`src/slc_regs.vh`:
```
// slc_regs.vh: offsets, field positions, reset values and frame counts
// for the serial-lane control register slice.
// assumes: included by bare name from every design file of the slice.
`ifndef SLC_REGS_VH
`define SLC_REGS_VH

// ----------------------------------------------------------------------
// register offsets on the serial control port (15-bit address space)
// ----------------------------------------------------------------------
`define SLC_ADDR_LANE_PD 15'h0201
`define SLC_ADDR_SYNC_PD 15'h0203
`define SLC_ADDR_CDR_RST 15'h0206
`define SLC_ADDR_IND_ADDR 15'h0210
`define SLC_ADDR_COMMIT_LANES 15'h0212
`define SLC_ADDR_COMMIT_OTHER 15'h0213
`define SLC_ADDR_IND_DATA 15'h0216
`define SLC_ADDR_POLARITY 15'h0234
`define SLC_ADDR_EQ_LOW 15'h0240
`define SLC_ADDR_EQ_HIGH 15'h0241

// ----------------------------------------------------------------------
// field positions
// ----------------------------------------------------------------------
`define SLC_BIT_SYNC_A_OFF 1
`define SLC_BIT_SYNC_B_OFF 0
`define SLC_BIT_CDR_RELEASE 0
`define SLC_BIT_COMMIT_OTHER 0
`define SLC_EQ_FIELD_W 2

// ----------------------------------------------------------------------
// reset values
// ----------------------------------------------------------------------
`define SLC_RST_LANE_PD 8'hEE
`define SLC_RST_SYNC_A_OFF 1'h0
`define SLC_RST_SYNC_B_OFF 1'h1
`define SLC_RST_CDR_RELEASE 1'h0
`define SLC_RST_IND_ADDR 8'h00
`define SLC_RST_IND_DATA 8'h00
`define SLC_RST_COMMIT 8'h00
`define SLC_RST_POLARITY 8'h66
`define SLC_RST_EQ 8'hFF
`define SLC_RD_UNMAPPED 8'h00

// ----------------------------------------------------------------------
// serial frame: 1 direction bit, 15 address bits, 8 data bits
// ----------------------------------------------------------------------
`define SLC_FRAME_INSTR_BITS 5'h10
`define SLC_FRAME_TOTAL_BITS 5'h18
`define SLC_FRAME_RD_BIT 15

`endif

```
`src/slc_spi_port.v`:
```
// slc_spi_port.v: serial control port slave, one byte per frame.
// assumes: spi pins are asynchronous to clk; serial clock at most clk/10,
// mode 0, msb first.
`timescale 1ns/1ps
`default_nettype none
`include "slc_regs.vh"

module slc_spi_port (
    // clock and reset
    input wire clk,
    input wire rst_n,
    // serial pins
    input wire spiClk,
    input wire spiCsN,
    input wire spiDataIn,
    output reg spiDataOut,
    output reg spiDataOutEn,
    // register side
    output reg wrStrobe,
    output reg rdStrobe,
    output reg [14:0] regAddr,
    output reg [7:0] wrData,
    input wire [7:0] rdData
);

    reg [2:0] clkSync_reg;
    reg [1:0] csSync_reg;
    reg [2:0] dinSync_reg;
    reg [4:0] bitCount_reg;
    reg [14:0] shift_reg;
    reg readFrame_reg;
    reg loadOut_reg;
    reg [7:0] outShift_reg;

    // ------------------------------------------------------------------
    // pin synchronisers; only stage 1 onward is looked at
    // ------------------------------------------------------------------
    wire sclkRise = clkSync_reg[1] & ~clkSync_reg[2];
    wire sclkFall = ~clkSync_reg[1] & clkSync_reg[2];
    wire frameOn = ~csSync_reg[1];
    // data is delayed like the clock so both line up at the edge
    wire sampleBit = dinSync_reg[2];

    // sync chains, frame bit counter and shift logic
    always @(posedge clk) begin
        if (!rst_n) begin
            clkSync_reg <= 3'h0;
            csSync_reg <= 2'h3;
            dinSync_reg <= 3'h0;
            bitCount_reg <= 5'h00;
            shift_reg <= 15'h0000;
            readFrame_reg <= 1'b0;
            loadOut_reg <= 1'b0;
            outShift_reg <= 8'h00;
            wrStrobe <= 1'b0;
            rdStrobe <= 1'b0;
            regAddr <= 15'h0000;
            wrData <= 8'h00;
            spiDataOut <= 1'b0;
            spiDataOutEn <= 1'b0;
        end else begin
            clkSync_reg <= {clkSync_reg[1:0], spiClk};
            csSync_reg <= {csSync_reg[0], spiCsN};
            dinSync_reg <= {dinSync_reg[1:0], spiDataIn};
            wrStrobe <= 1'b0;
            rdStrobe <= 1'b0;
            loadOut_reg <= rdStrobe;
            if (!frameOn) begin
                // frame end drops any partial byte
                bitCount_reg <= 5'h00;
                readFrame_reg <= 1'b0;
            end else if (sclkRise && bitCount_reg != `SLC_FRAME_TOTAL_BITS) begin
                bitCount_reg <= bitCount_reg + 5'h01;
                shift_reg <= {shift_reg[13:0], sampleBit};
                if (bitCount_reg == 5'h00) begin
                    readFrame_reg <= sampleBit;
                end
                if (bitCount_reg == `SLC_FRAME_INSTR_BITS - 5'h01) begin
                    regAddr <= {shift_reg[13:0], sampleBit};
                    rdStrobe <= readFrame_reg;
                end
                if (bitCount_reg == `SLC_FRAME_TOTAL_BITS - 5'h01 && !readFrame_reg) begin
                    wrData <= {shift_reg[6:0], sampleBit};
                    wrStrobe <= 1'b1;
                end
            end
            // read byte out msb first, shifted on each fall after the seventeenth rise
            if (loadOut_reg) begin
                outShift_reg <= rdData;
            end else if (sclkFall && bitCount_reg > `SLC_FRAME_INSTR_BITS) begin
                outShift_reg <= {outShift_reg[6:0], 1'b0};
            end
            spiDataOut <= outShift_reg[7];
            spiDataOutEn <= frameOn & readFrame_reg & (bitCount_reg >= `SLC_FRAME_INSTR_BITS);
        end
    end

endmodule // slc_spi_port
`default_nettype wire

```
`src/slc_commit_gen.v`:
```
// slc_commit_gen.v: turns a write to a commit strobe register into a
// one-cycle config write with the held address and data.
// assumes: strobe inputs are one-cycle pulses on clk.
`timescale 1ns/1ps
`default_nettype none
`include "slc_regs.vh"

module slc_commit_gen (
    // clock and reset
    input wire clk,
    input wire rst_n,
    // strobe writes
    input wire commitLanesWr,
    input wire [7:0] commitLanesVal,
    input wire commitOtherWr,
    input wire commitOtherVal,
    // staged configuration
    input wire [7:0] stagedAddr,
    input wire [7:0] stagedData,
    // configuration bus
    output reg [7:0] cfgWriteLanes,
    output reg cfgWriteOther,
    output reg [7:0] cfgAddr,
    output reg [7:0] cfgData
);

    // ------------------------------------------------------------------
    // snapshot on commit so later staging writes cannot disturb it
    // ------------------------------------------------------------------
    always @(posedge clk) begin
        if (!rst_n) begin
            cfgWriteLanes <= 8'h00;
            cfgWriteOther <= 1'b0;
            cfgAddr <= 8'h00;
            cfgData <= 8'h00;
        end else begin
            cfgWriteLanes <= commitLanesWr ? commitLanesVal : 8'h00;
            cfgWriteOther <= commitOtherWr & commitOtherVal;
            if (commitLanesWr || commitOtherWr) begin
                cfgAddr <= stagedAddr;
                cfgData <= stagedData;
            end
        end
    end

endmodule // slc_commit_gen
`default_nettype wire

```
`src/slc_lane_ctrl.v`:
```
// slc_lane_ctrl.v: serial-lane control register slice, top module.
// assumes: host reaches it over a 4-wire serial control port; lane
// receivers, sync drivers and the lane config bus sit outside.
//
// Overview of operation
// eight-bit lane power-down override, bit n for lane n, resets to 0xEE.
// a one powers lane n receiver down, a zero leaves it active.
// bit 1 of sync power-down turns driver A off; resets to zero.
// bit 0 of sync power-down turns driver B off; resets to one.
// lanes stay in reset until software writes one to release bit 0.
// eight-bit indirect address register selecting lane config location, reset zero.
// eight-bit indirect data register holding value to write, reset zero.
// lane strobe register and one-bit other strobe; writing a one to any strobe bit of either commits.
// host writes address, data, then strobe; data applied only on strobe.
// two-bit equalizer boost per lane, four per register, reset 11.
// eight-bit polarity mask, bit x one inverts lane x, resets 0x66.
`timescale 1ns/1ps
`default_nettype none
`include "slc_regs.vh"

module slc_lane_ctrl #(
    parameter LANES = 8
) (
    // clock and reset
    input wire clk,
    input wire rst_n,
    // serial control port
    input wire spiClk,
    input wire spiCsN,
    input wire spiDataIn,
    output wire spiDataOut,
    output wire spiDataOutEn,
    // lane receiver controls
    output reg [7:0] lanePowerdownMask,
    output reg [LANES-1:0] laneActive,
    output reg laneRecoveryResetRelease,
    output reg laneRxResetHold,
    output reg [7:0] lanePolarityMask,
    output reg [15:0] laneEqualizerBoost,
    // sync output drivers
    output reg syncDriverAOff,
    output reg syncDriverBOff,
    // indirect configuration bus
    output reg [7:0] indirectAddress,
    output reg [7:0] indirectData,
    output wire [7:0] cfgWriteLanes,
    output wire cfgWriteOther,
    output wire [7:0] cfgAddr,
    output wire [7:0] cfgData
);

    wire wrStrobe;
    wire rdStrobe;
    wire [14:0] regAddr;
    wire [7:0] wrData;
    reg [7:0] rdData;
    reg [7:0] indirectCommitLanes_reg;
    reg indirectCommitOther_reg;
    reg commitLanesWr_reg;
    reg commitOtherWr_reg;

    // ------------------------------------------------------------------
    // serial control port slave
    // ------------------------------------------------------------------
    slc_spi_port u_spi (
        .clk(clk),
        .rst_n(rst_n),
        .spiClk(spiClk),
        .spiCsN(spiCsN),
        .spiDataIn(spiDataIn),
        .spiDataOut(spiDataOut),
        .spiDataOutEn(spiDataOutEn),
        .wrStrobe(wrStrobe),
        .rdStrobe(rdStrobe),
        .regAddr(regAddr),
        .wrData(wrData),
        .rdData(rdData)
    );

    // ------------------------------------------------------------------
    // address decode
    // ------------------------------------------------------------------
    wire hitLanePd = (regAddr == `SLC_ADDR_LANE_PD);
    wire hitSyncPd = (regAddr == `SLC_ADDR_SYNC_PD);
    wire hitCdrRst = (regAddr == `SLC_ADDR_CDR_RST);
    wire hitIndAddr = (regAddr == `SLC_ADDR_IND_ADDR);
    wire hitCommitLanes = (regAddr == `SLC_ADDR_COMMIT_LANES);
    wire hitCommitOther = (regAddr == `SLC_ADDR_COMMIT_OTHER);
    wire hitIndData = (regAddr == `SLC_ADDR_IND_DATA);
    wire hitPolarity = (regAddr == `SLC_ADDR_POLARITY);
    wire hitEqLow = (regAddr == `SLC_ADDR_EQ_LOW);
    wire hitEqHigh = (regAddr == `SLC_ADDR_EQ_HIGH);

    // ------------------------------------------------------------------
    // lane power-down override and sync driver power-down
    // ------------------------------------------------------------------
    // unmapped writes change nothing
    always @(posedge clk) begin
        if (!rst_n) begin
            lanePowerdownMask <= `SLC_RST_LANE_PD;
            syncDriverAOff <= `SLC_RST_SYNC_A_OFF;
            syncDriverBOff <= `SLC_RST_SYNC_B_OFF;
        end else if (wrStrobe) begin
            if (hitLanePd) begin
                lanePowerdownMask <= wrData;
            end
            if (hitSyncPd) begin
                syncDriverAOff <= wrData[`SLC_BIT_SYNC_A_OFF];
                syncDriverBOff <= wrData[`SLC_BIT_SYNC_B_OFF];
            end
        end
    end

    // ------------------------------------------------------------------
    // recovery reset release
    // ------------------------------------------------------------------
    // hold kept as its own flop so the lane side sees a
    // plain active-high reset with no inverter
    always @(posedge clk) begin
        if (!rst_n) begin
            laneRecoveryResetRelease <= `SLC_RST_CDR_RELEASE;
            laneRxResetHold <= 1'b1;
        end else if (wrStrobe && hitCdrRst) begin
            laneRecoveryResetRelease <= wrData[`SLC_BIT_CDR_RELEASE];
            laneRxResetHold <= ~wrData[`SLC_BIT_CDR_RELEASE];
        end
    end

    // ------------------------------------------------------------------
    // indirect configuration staging
    // ------------------------------------------------------------------
    // staging registers only; nothing reaches the lanes until a strobe
    always @(posedge clk) begin
        if (!rst_n) begin
            indirectAddress <= `SLC_RST_IND_ADDR;
            indirectData <= `SLC_RST_IND_DATA;
        end else if (wrStrobe) begin
            if (hitIndAddr) begin
                indirectAddress <= wrData;
            end
            if (hitIndData) begin
                indirectData <= wrData;
            end
        end
    end

    // ------------------------------------------------------------------
    // commit strobe registers
    // ------------------------------------------------------------------
    // value is kept for read-back; each write with a strobe bit set raises the commit,
    // so writing the same such value twice commits twice
    always @(posedge clk) begin
        if (!rst_n) begin
            indirectCommitLanes_reg <= `SLC_RST_COMMIT;
            indirectCommitOther_reg <= 1'b0;
            commitLanesWr_reg <= 1'b0;
            commitOtherWr_reg <= 1'b0;
        end else begin
            commitLanesWr_reg <= wrStrobe & hitCommitLanes;
            commitOtherWr_reg <= wrStrobe & hitCommitOther;
            if (wrStrobe && hitCommitLanes) begin
                indirectCommitLanes_reg <= wrData;
            end
            if (wrStrobe && hitCommitOther) begin
                indirectCommitOther_reg <= wrData[`SLC_BIT_COMMIT_OTHER];
            end
        end
    end

    // commit engine: snapshot of staging plus one-cycle write pulses
    slc_commit_gen u_commit (
        .clk(clk),
        .rst_n(rst_n),
        .commitLanesWr(commitLanesWr_reg),
        .commitLanesVal(indirectCommitLanes_reg),
        .commitOtherWr(commitOtherWr_reg),
        .commitOtherVal(indirectCommitOther_reg),
        .stagedAddr(indirectAddress),
        .stagedData(indirectData),
        .cfgWriteLanes(cfgWriteLanes),
        .cfgWriteOther(cfgWriteOther),
        .cfgAddr(cfgAddr),
        .cfgData(cfgData)
    );

    // ------------------------------------------------------------------
    // polarity and equalizer boost
    // ------------------------------------------------------------------
    // codes 00 and 01 are stored as written; only 10 and 11
    // are meaningful, and software picks between them
    always @(posedge clk) begin
        if (!rst_n) begin
            lanePolarityMask <= `SLC_RST_POLARITY;
            laneEqualizerBoost <= {`SLC_RST_EQ, `SLC_RST_EQ};
        end else if (wrStrobe) begin
            if (hitPolarity) begin
                lanePolarityMask <= wrData;
            end
            if (hitEqLow) begin
                laneEqualizerBoost[7:0] <= wrData;
            end
            if (hitEqHigh) begin
                laneEqualizerBoost[15:8] <= wrData;
            end
        end
    end

    // ------------------------------------------------------------------
    // per-lane receiver state
    // ------------------------------------------------------------------
    // a lane runs only when not overridden off and reset is released
    genvar lane;
    generate
        for (lane = 0; lane < LANES; lane = lane + 1) begin : g_lane
            always @(posedge clk) begin
                if (!rst_n) begin
                    laneActive[lane] <= 1'b0;
                end else begin
                    laneActive[lane] <= ~lanePowerdownMask[lane] & laneRecoveryResetRelease;
                end
            end
        end
    endgenerate

    // ------------------------------------------------------------------
    // read-back mux
    // ------------------------------------------------------------------
    // reserved bits read zero, unmapped addresses read a fixed value
    always @* begin
        rdData = `SLC_RD_UNMAPPED;
        case (1'b1)
            hitLanePd: begin
                rdData = lanePowerdownMask;
            end
            hitSyncPd: begin
                rdData = {6'h00, syncDriverAOff, syncDriverBOff};
            end
            hitCdrRst: begin
                rdData = {7'h00, laneRecoveryResetRelease};
            end
            hitIndAddr: begin
                rdData = indirectAddress;
            end
            hitCommitLanes: begin
                rdData = indirectCommitLanes_reg;
            end
            hitCommitOther: begin
                rdData = {7'h00, indirectCommitOther_reg};
            end
            hitIndData: begin
                rdData = indirectData;
            end
            hitPolarity: begin
                rdData = lanePolarityMask;
            end
            hitEqLow: begin
                rdData = laneEqualizerBoost[7:0];
            end
            hitEqHigh: begin
                rdData = laneEqualizerBoost[15:8];
            end
            default: begin
                rdData = `SLC_RD_UNMAPPED;
            end
        endcase
    end

    // rdStrobe only marks a read; the port latches rdData one cycle after it
    wire unusedRd = rdStrobe;

endmodule // slc_lane_ctrl
`default_nettype wire

```
`config.mk`:
```
export PLATFORM = sky130hd
export DESIGN_NAME = slc_lane_ctrl
export DESIGN_NICKNAME = d
export VERILOG_FILES = /design/src/slc_spi_port.v /design/src/slc_commit_gen.v /design/src/slc_lane_ctrl.v
export VERILOG_INCLUDE_DIRS = /design/src
export SDC_FILE = /design/constraint.sdc
export NUM_CORES = 1
export LEC_CHECK = 0
export ABC_CLOCK_PERIOD_IN_PS = 2700
export BUFFER_PORTS_ARGS = -buffer_cell sky130_fd_sc_hd__buf_2
export CORE_MARGIN = 2
export CORE_UTILIZATION = 57
export DETAILED_ROUTE_END_ITERATION = 7
export PLACE_DENSITY = 0.89
export SYNTH_ARGS = -nofsm -noshare
export SYNTH_HDL_FRONTEND = slang
export SYNTH_SLANG_ARGS = --single-unit
export TNS_END_PERCENT = 5
```
`constraint.sdc`:
```
create_clock -name clk -period 2.7 [get_ports clk]
set_input_delay 0.54 -clock clk [delete_from_list [all_inputs] [get_ports clk]]
set_output_delay 0.54 -clock clk [all_outputs]
set_load 0.01 [all_outputs]
```
==> results of run 1 <==
-- power by group --
group / internal, mW / leakage, nW / switching (mW)
clock: 1.14 / 0.256 / 0.984
sequential: 2.37 / 1.29 / 0.00329
combinational: 0.0133 / 1.65 / 0.0420
total: 3.52 / 3.20 / 1.03
-- worst paths after layout --
| path | depth (start not counted) | to | slack, ps |
|---|---|---|---|
| worst max-delay path | 5 | indirectAddress[5] | 210 |
| worst min register to register | 1 | u_spi.csSync_reg[1] | 420 |
| worst max register to register | 5 | indirectAddress[5] | 210 |
| worst min-delay path | 2 | u_spi.csSync_reg[0] | 180 |
-- final cells by class --
| cell class | count | area (sq um) |
|---|---|---|
| fillers | 791 | 3398 |
| inverters | 10 | 37.54 |
| clock inverters | 14 | 108.9 |
| flip-flops and latches | 160 | 3203 |
| multi-input cells | 475 | 2957 |
| repair buffers | 109 | 590.6 |
| well taps | 140 | 175.2 |
| clock buffers | 18 | 417.9 |
-- layer usage --
metal / vias up / GRT usage / share of wire / routed length [microns]
met1: 2631 / 0.3620 / 0.39 / 6709
met3: 90 / 0.07647 / 0.11 / 1873
li1: 2578 / - / - / -
met5: - / 0 / 0 / 0
met2: 366 / 0.4535 / 0.45 / 7783
met4: 0 / 0.1591 / 0.048 / 832
-- cell families after synthesis --
family	count (synthesis)	synth area share
simple gates	314	0.2480
flops	160	0.5012
compound gates	83	0.08868
mux	72	0.1139
buf+inv	59	0.03817
xor+xnor	3	0.004112
fa+ha+maj	3	0.005874
-- timing repair --
item | 4_1_cts | 5_1_grt
gates resized for setup | 0 | 1
endpoints found under the setup margin | 0 | 1
endpoints found under the hold margin | 0 | 0
buffers inserted | 0 | 0
-- cell usage after synthesis, types with 6 or more instances --
cell / count
a21oi_1: 34
a22oi_1: 6
and2_1: 16
and3_1: 17
buf_2: 6
clkbuf_1: 39
dfxtp_1: 160
inv_1: 9
mux2_2: 6
mux2i_1: 66
nand2_1: 102
nand2b_1: 7
nand3_1: 45
nor2_1: 69
nor2_2: 8
nor3_1: 8
o21ai_0: 9
-- metrics by stage --
step / worst slack, ps / cell area, sq um / cells / hold WS, ps
floorplan: 426.6 / 6391 / 694 / 386.3
finish: 211.4 / 7490 / 926 / 178.2
detailed placement: 302.3 / 6957 / 894 / 413.4
global route: 112.3 / 7490 / 926 / 177.7
CTS: 255.1 / 7483 / 926 / 170.2
global placement: 388.8 / 6957 / 894 / 395.6
-- cell usage in the layout (no fill, tap or decap), types with 3 or more instances in the layout --
cell,netlist,routed
a21oi_1,34,34
a221oi_1,3,3
a222oi_1,3,3
a22oi_1,6,6
a32oi_1,4,4
and2_1,16,16
and3_1,17,17
buf_2,6,91
buf_4,2,18
clkbuf_16,0,16
clkinv_2,0,3
clkinv_4,0,5
dfxtp_1,160,160
ha_1,3,3
inv_1,9,9
inv_6,0,4
mux2_2,6,6
mux2i_1,66,66
nand2_1,102,102
nand2b_1,7,7
nand3_1,45,45
nand3b_1,3,3
nand4_1,3,3
nor2_1,69,69
nor2_2,8,8
nor2b_1,3,3
nor3_1,8,8
nor4_1,4,3
nor4_2,4,5
o211a_1,4,4
o21ai_0,9,9
or4_1,3,3
-- worst max-delay path: cells and delay by family (launching register included) --
family / cells / cell delay (ps)
simple gates: 4 / 1770
flops: 1 / 310
mux: 1 / 270
==> impl_results.md, run 1 <==
* Outcome: complete, no violations
* Max reg flops at 16
* Hold_buf cts at 0
* Slew Limit Fails at 0
* #FFs+latches synth at 160
* Crit path cell chain: or4_1, or3_1, nor3_4, mux2i_1, nor2_1
* First-pass GRT wire length at 26,550 microns
* CTS sink cnt at 160
* Avg Inst Size Synth at 9.209 sq um
* GR Util All Layers at 0.2896
* CP arrival at 2890 ps
* Vias per cell at 6.118
* # Max-Cap Violations at 0
* Sequential-to-total area share from yosys stat at 0.5012
* Hold Vio Cnt, Final at 0
* Final Util at 0.6879
* Worst Tran Pin Value at 950.7 ps
* Final worst-path cycle share at 0.9217
* Final WL at 17,200 microns
* GPL Wtd Cong at 0.9601
* Vias at 5,665
* Slew margin rel. at 0.3639
* Dominant synthesized flop cell: dfxtp_1
* Largest area contributor in the netlist: dfxtp_1
* Synthesized Nets at 702
* Fin nets at 781
* Final ANT Viol Nets at 0
* Max FO, Critical Path at 8
* Setup TNS at 0 ps
* Die height at 109.9 microns
* H-tree levels at 4
* Max clock buf depth at 2
* FMAX at 401.8 MHz
* Top cells by area in the synthesized netlist: dfxtp_1 (50%), mux2i_1 (10%), nand2_1 (6.0%)
* Row cnt at 38
* Number of diodes at 0
* Layout cell share with drive strength beyond 1 at 0.2239
* Initial antenna violation count at 0
* Crit Path Class: flop to flop
* Cell variety after synth at 62
* Cells after Synth at 694
* P_leak at 3.198 nW
* Async set-or-reset flop fraction in the synthesized netlist at 0
* Min Tclk post-route at 2489 ps
* Endpoints failing setup at 0
* Core Area at 10,890 sq um
* Yosys top cell area share at 0.5012
* Final Skew at 8.829 ps
* Root Driver: clkbuf_8
* Gr ovfl total at 0
* CP Launch Type: flop
* RSZ-0062 raised after global routing: no
* CTS tree: yes
* RR Startpoint: u_spi.regAddr[11]
* DRT Pass-1 Iters at 7
* PortBufs at 91
* Insertion delay to the later sink of the worst-skew pair at 540 ps
* Critical path data required time at 3110 ps
* Min-delay src: spiCsN
* Critical path's slowest cell: or4_1
* CP startpoint: u_spi.regAddr[11]
* Post-DR wirelength/cell at 18.57 microns
* Crit. End Element: flop
* Largest net degree at the start of global routing at 60
* CTS Buf Count at 17
* Peak supply drop at 0.0004668 V
* Reg clk slew, reported paths at 70 ps
* Die area at 12,080 sq um
* I/O pins at 92
* Post-DP HPWL at 11,520 microns
* Total Power at 4.549 mW
* Pwr per Cell Area at 607.3 nW/um^2
* Synth warnings at 0
* Slowest Stage Delay on Critical Path at 670 ps
* DRC Markers at 0
* Die width at 109.9 microns
* Initial core utilization at 0.5870
* Area Growth Syn to Fin at 17.19%
* Number of DRC markers in iteration 0 at 719
* Hold Crit Class: input pin to flop
* Synthesized area at 6391 sq um
* Number of enable flip-flop cells after synthesis at 0
* Vias in the first global route at 5,192
Note: power is estimated with default switching activity, not from simulation.
==> inputs of run 2 (changes only) <==
--- a/config.mk
+++ b/config.mk
@@ -8,6 +8,7 @@
 export LEC_CHECK = 0
 export ABC_CLOCK_PERIOD_IN_PS = 2700
 export BUFFER_PORTS_ARGS = -buffer_cell sky130_fd_sc_hd__buf_2
+export CORE_ASPECT_RATIO = 1.1
 export CORE_MARGIN = 2
 export CORE_UTILIZATION = 57
 export DETAILED_ROUTE_END_ITERATION = 7
==> run 2 against run 1 <==
Worst setup slack got worse by 5.5 ps; first-iteration DRC count decreased by 11%; register-to-register slack about the same; critical endpoint is now indirectAddress[0]; utilization increased by 0.99 points; highest routed layer unchanged; sequential share of layout area decreased by 0.70 points; cell count increased by 0.76%; largest power group is now the clock network; via count decreased by 0.28%.
==> impl_results.md, run 2 (same netlist as run 1, synthesis figures left out) <==
* Insertion delay to the later sink of the worst-skew pair at 420 ps (-120 ps)
* Min Tclk post-route at 2494 ps (+5.548 ps)
* Number of DRC markers in iteration 0 at 639 (-11%)
* First-pass GRT wire length at 27,390 microns (+3.1%)
* Die height at 115.1 microns (+4.7%)
* Area Growth Syn to Fin at 19.13%
* Vias in the first global route at 5,335 (+2.8%)
* Slew margin rel. at 0.3516 (-0.01232)
* Hold Vio Cnt, Final at 0 (unchanged)
* Core Area at 10,910 sq um (+0.21%)
* Initial antenna violation count at 0 (unchanged)
* Final Skew at 7.993 ps (-0.8356 ps)
* Reg power frac at 0.472 (-0.049)
* CTS Buf Count at 17 (unchanged)
* Slew Limit Fails at 0 (unchanged)
* GPL Wtd Cong at 0.9740 (+1.4%)
* Clock network fraction of total power at 0.517 (+0.050)
* Dpl ws at 247.1 ps (-55.16 ps)
* Post_cts resized at 0 (unchanged)
* Post-DR wirelength/cell at 18.52 microns (-0.30%)
* DRC Markers at 0 (unchanged)
* Gr ovfl total at 0 (unchanged)
* Final Cell Area at 7614 sq um (+1.7%)
* Root Driver: clkbuf_16
* Pwr per Cell Area at 658.6 nW/um^2 (+8.4%)
* Die width at 105.0 microns (-4.5%)
* Final WL at 17,280 microns (+0.45%)
* Hold_buf cts at 0 (unchanged)
* DRT Pass-1 Iters at 6 (-1)
* Fin nets at 781 (unchanged)
* Vias at 5,649 (-0.28%)
* Most frequent cells in the layout: dfxtp_1 (160), nand2_1 (102), buf_2 (91)
* Reg clk slew, reported paths at 60 ps (about the same)
* Setup TNS at 0 ps (unchanged)
* Final worst-path cycle share at 0.9238 (+0.002055)
* Peak supply drop at 0.0004279 V (-8.3%)
* Hold Crit Class: input pin to flop
* Sw frac at 0.1885 (-0.03768)
* Worst setup margin at 205.9 ps (-5.548 ps)
* Max reg flops at 16 (unchanged)
* Initial core utilization at 0.5858 (-0.001212)
* Row cnt at 40 (+5.3%)
* Placed cell areas at 6965 sq um (+0.13%)
* Die area at 12,080 sq um (about the same)
* Fill cells at 784 (-0.88%)
* Final ANT Viol Nets at 0 (unchanged)
* Critical path data required time at 2980 ps (-130 ps)
* CTS sink cnt at 160 (unchanged)
* Logic gate share of total power at 0.011 (about the same)
* GR Util All Layers at 0.2898 (about the same)
* Layout cell share with drive strength beyond 1 at 0.2188 (-0.005089)
* Max clock buf depth at 2 (unchanged)
* Post-DP HPWL at 11,760 microns (+2.1%)
* FMAX at 400.9 MHz (-0.22%)
* CTS tree: yes
* CP arrival at 2770 ps (-120 ps)
* Largest net degree at the start of global routing at 60 (unchanged)
* Crit. End Element: flop
* H-tree levels at 4 (unchanged)
* Vias per cell at 6.055 (-1.0%)
* Switching pwr at 945.4 uW (-8.1%)
* Max FO, Critical Path at 11 (+3)
* RSZ-0062 raised after global routing: no
* Worst Tran Pin Value at 969.1 ps (+18.41 ps)
* Number of diodes at 0 (unchanged)
* CP Launch Type: flop
* I/O pins at 92 (unchanged)
* Post-CTS Repair Setup Buffers at 0 (unchanged)
* Commonest non-fill, non-tap cell in the layout: dfxtp_1
* Endpoints failing setup at 0 (unchanged)
* P_leak at 3.242 nW (+1.4%)
* Pint at 4.069 mW (+16%)
* # Max-Cap Violations at 0 (unchanged)
* Outcome: complete, no violations
* Crit Path Class: flop to flop
* PortBufs at 91 (unchanged)
==> run 2: cell type report <==
cell class	count	area [sq um]	share of cell area
Clock buffer	23	467.9	0.06146
Clock inverter	9	180.2	0.02366
Inverter	10	37.54	0.004930
Multi-Input combinational cell	475	2950	0.3875
Sequential cell	160	3203	0.4207
Tap cell	147	183.9	0.02416
Timing Repair Buffer	109	590.6	0.07757
==> run 2: path summary, 6_finish.rpt <==
path | cells after the start | slack (ps) | start | end
min | 2 | 310 | spiCsN | u_spi.csSync_reg[0]
max | 5 | 210 | u_spi.regAddr[14] | indirectAddress[0]
max reg2reg | 5 | 210 | u_spi.regAddr[14] | indirectAddress[0]
min reg2reg | 1 | 420 | u_spi.csSync_reg[0] | u_spi.csSync_reg[1]
==> run 2: through the flow <==
step	instances	hold slack, ps	total power [mW]	utilization
4_1_cts	933	303.2	5.025	0.6978
2_1_floorplan	694	386.3	2.460	-
3_5_place_dp	901	401.8	2.474	0.6384
5_1_grt	933	312.8	5.152	0.6978
3_3_place_gp	901	400.0	2.472	0.6384
6_report	933	305.8	5.014	0.6978
==> run 2: routing by layer <==
| metal | vias to the layer above | wire length [microns] | GRT usage | part of all wire |
|---|---|---|---|---|
| li1 | 2565 | - | - | - |
| met1 | 2638 | 6621 | 0.3507 | 0.38 |
| met2 | 366 | 8129 | 0.4779 | 0.47 |
| met3 | 80 | 1703 | 0.07200 | 0.099 |
| met4 | 0 | 822 | 0.1591 | 0.048 |
| met5 | - | 0 | 0 | 0 |
==> run 2: critical path: stages, from the launching register on <==
cell and delay [ps]:
dfxtp_1 310, or4b_4 630, or3_1 540, nor3_4 500, mux2i_1 290, nor2_1 70
==> run 2: power by group through the flow <==
stage                     clock, mW  sequential, mW  combinational (mW)
final                          2.59            2.37              0.0547
after global routing           2.72            2.37              0.0591
after CTS                      2.60            2.37              0.0538
after detailed placement          0            2.42              0.0535
after global placement            0            2.42              0.0515
after floorplan                   0            2.42              0.0400
==> inputs of run 3 (changes only) <==
--- a/config.mk
+++ b/config.mk
@@ -7,12 +7,12 @@
 export NUM_CORES = 1
 export LEC_CHECK = 0
 export ABC_CLOCK_PERIOD_IN_PS = 2700
-export BUFFER_PORTS_ARGS = -buffer_cell sky130_fd_sc_hd__buf_2
 export CORE_ASPECT_RATIO = 1.1
 export CORE_MARGIN = 2
-export CORE_UTILIZATION = 57
+export CORE_UTILIZATION = 60
 export DETAILED_ROUTE_END_ITERATION = 7
-export PLACE_DENSITY = 0.89
+export DONT_BUFFER_PORTS = 1
+export PLACE_DENSITY = 0.85
 export SYNTH_ARGS = -nofsm -noshare
 export SYNTH_HDL_FRONTEND = slang
 export SYNTH_SLANG_ARGS = --single-unit
==> run 3 against run 2 <==
Register-to-register slack about the same; worst hold slack worse by 110 ps; cell area down 5.9%; sequential share of layout area up 2.6 points; power down 1.2%; critical endpoint is now indirectAddress[2]; highest routed layer unchanged.
==> impl_results.md, run 3 (same netlist as run 1, synthesis figures left out) <==
* Outcome: complete, no violations
* Slowest Stage Delay on Critical Path at 640 ps (about the same)
* Vias at 5,271 (-6.7%)
* Peak supply drop at 0.0003891 V (-9.1%)
* # Max-Cap Violations at 0 (unchanged)
* CTS tree: yes
* Vias in the first global route at 5,127 (-3.9%)
* Worst reg2reg setup slack at 210 ps (about the same)
* Dpl ws at 233.9 ps (-13.22 ps)
* Layout cell share with drive strength beyond 1 at 0.1236 (-0.09527)
* Largest net degree at the start of global routing at 64 (+6.7%)
* Worst-case reg-to-reg path depth at 5 (unchanged)
* Slew margin rel. at 0.5802 (+0.2286)
* Final Skew at 7.794 ps (-0.1985 ps)
* Initial core utilization at 0.6149 (+0.02912)
* Area Growth Syn to Fin at 12.14%
* Switching pwr at 1.006 mW (+6.4%)
* Fin nets at 692 (-11%)
* I/O pins at 92 (unchanged)
* Critical path's slowest cell: or4b_4
* GPL Wtd Cong at 1.071 (+10%)
* Worst setup margin at 208.9 ps (+3.039 ps)
* DRT Pass-1 Iters at 6 (unchanged)
* CP Launch Type: flop
* Max reg flops at 16 (unchanged)
* PortBufs at 0 (-100%)
* RSZ-0062 raised after global routing: no
* Setup TNS at 0 ps (unchanged)
* CTS sink cnt at 160 (unchanged)
* Worst hold slack at 193.2 ps (-112.6 ps)
* Reg2Reg Capture Point: indirectAddress[2]
* CP arrival at 2790 ps (+20 ps)
* Hold Vio Cnt, Final at 0 (unchanged)
* Gr ovfl total at 0 (unchanged)
* Root Driver: clkbuf_16
* FMAX at 401.4 MHz (+0.12%)
* Insertion delay to the later sink of the worst-skew pair at 420 ps (about the same)
* Min-delay src: rst_n
* Pint at 3.951 mW (-2.9%)
* Die height at 112.2 microns (-2.4%)
* Buf/Inv on CP at 0 (unchanged)
* Critical path data required time at 3000 ps (+20 ps)
* Most frequent cells in the layout: dfxtp_1 (160), nand2_1 (102), nor2_1 (69)
* WP depth at 5 (unchanged)
* Max clock buf depth at 2 (unchanged)
* Die width at 102.4 microns (-2.4%)
* Crit path cell chain: or4b_4, or3_1, nor3_4, mux2i_1, nor2_1
* H-tree levels at 4 (unchanged)
* Vias per cell at 6.282 (+3.8%)
* Core Area at 10,390 sq um (-4.7%)
* CTS Buf Count at 17 (unchanged)
* Number of diodes at 0 (unchanged)
* DRC Markers at 0 (unchanged)
* RR Startpoint: u_spi.regAddr[14]
* Clock network fraction of total power at 0.514 (-0.003)
* Endpoints failing setup at 0 (unchanged)
* Slew Limit Fails at 0 (unchanged)
* Commonest non-fill, non-tap cell in the layout: dfxtp_1
* Logic gate share of total power at 0.008 (-0.003)
* Reg power frac at 0.478 (+0.006)
* First-pass GRT wire length at 27,170 microns (-0.81%)
* P_leak at 2.839 nW (-12%)
* Initial antenna violation count at 0 (unchanged)
* Non-Filler Instances at 839 (-10%)
* Final WL at 17,280 microns (about the same)
* Reg clk slew, reported paths at 60 ps (about the same)
* Placed cell count at 808 (-10%)
* Fill cells at 728 (-7.1%)
* Final worst-path cycle share at 0.9226 (-0.001126)
* Post-DP HPWL at 11,630 microns (-1.1%)
* Hold Crit Class: input pin to flop
* Sw frac at 0.2029 (+0.01434)
* Row cnt at 39 (-2.5%)
* Max FO, Critical Path at 11 (unchanged)
* Worst Tran Pin Value at 628.8 ps (-340.2 ps)
* Min Tclk post-route at 2491 ps (-3.039 ps)
* CP startpoint: u_spi.regAddr[14]
* Final ANT Viol Nets at 0 (unchanged)
* Number of DRC markers in iteration 0 at 578 (-9.5%)
* CP top delay family: simple AND/OR/NAND/NOR gates
* GR Util All Layers at 0.3082 (+0.01836)
* Die area at 11,490 sq um (-4.8%)
* Crit Path Class: flop to flop
* Pwr per Cell Area at 691.6 nW/um^2 (+5.0%)
* Post-DR wirelength/cell at 20.60 microns (+11%)
* Critical Path Sink: indirectAddress[2]
* Crit. End Element: flop
-- run 3: cell count changes in the layout (fill, tap and decap cells not counted) --
| cell | previous run | this run |
|---|---|---|
| bufinv_16 | 5 | 4 |
| buf_2 | 91 | 0 |
| buf_12 | 0 | 1 |
| buf_4 | 18 | 19 |
| clkbuf_1 | 4 | 1 |
| nor4bb_1 | 2 | 1 |
| inv_6 | 0 | 1 |
| nor4bb_2 | 0 | 1 |
| clkinv_4 | 0 | 3 |
| clkbuf_8 | 2 | 1 |
-- run 3: per-layer routing --
metal	wire (microns)	GRT usage	up-vias
li1	-	-	2394
met1	6489	0.3603	2490
met2	8294	0.4969	302
met3	1438	0.08032	85
met4	1059	0.1947	0
met5	0	0	-
-- run 3: layout make-up --
class	count	area [sq um]	share of cell area
clock buffers	19	442.9	0.06180
clock inverters	12	185.2	0.02584
inverters	10	37.54	0.005237
multi-input cells	475	2957	0.4125
flip-flops and latches	160	3203	0.4469
well taps	143	178.9	0.02497
repair buffers	20	162.7	0.02270
-- run 3: how the worst min path moves through the flow --
stage	to	slack, ps	cells past startpoint
final	laneEqualizerBoost[5]	190	1
after global routing	laneEqualizerBoost[7]	190	1
after CTS	lanePowerdownMask[2]	180	1
after detailed placement	u_spi.csSync_reg[1]	400	1
after global placement	u_spi.csSync_reg[1]	400	1
after floorplan	u_spi.csSync_reg[1]	390	1
-- run 3: power by group through the flow --
stage	Combinational, mW	Sequential, mW	Clock (mW)
after floorplan	0.0400	2.42	0
after global placement	0.0388	2.42	0
after detailed placement	0.0397	2.42	0
after CTS	0.0406	2.37	2.55
after global routing	0.0441	2.37	2.66
final	0.0411	2.37	2.55
-- run 3: repair_timing --
item | 4_1_cts | 5_1_grt
hold buffers | 0 | 0
endpoints found under the setup margin | 0 | 1
buffers inserted | 0 | 0
gates resized for setup | 0 | 1
-- run 3: metrics by stage --
stage	total power, mW	area, sq um	util
global placement	2.460	6533	0.6285
finish	4.957	7167	0.6895
detailed placement	2.461	6533	0.6285
global route	5.068	7167	0.6895
floorplan	2.460	6391	-
CTS	4.964	7161	0.6889
-- run 3: worst reg2reg max path, delay by kind of cell, from the launching register on --
family           cells  cell delay (ps)
and+or+nand+nor      4             1750
DFF                  1              310
muxes                1              300
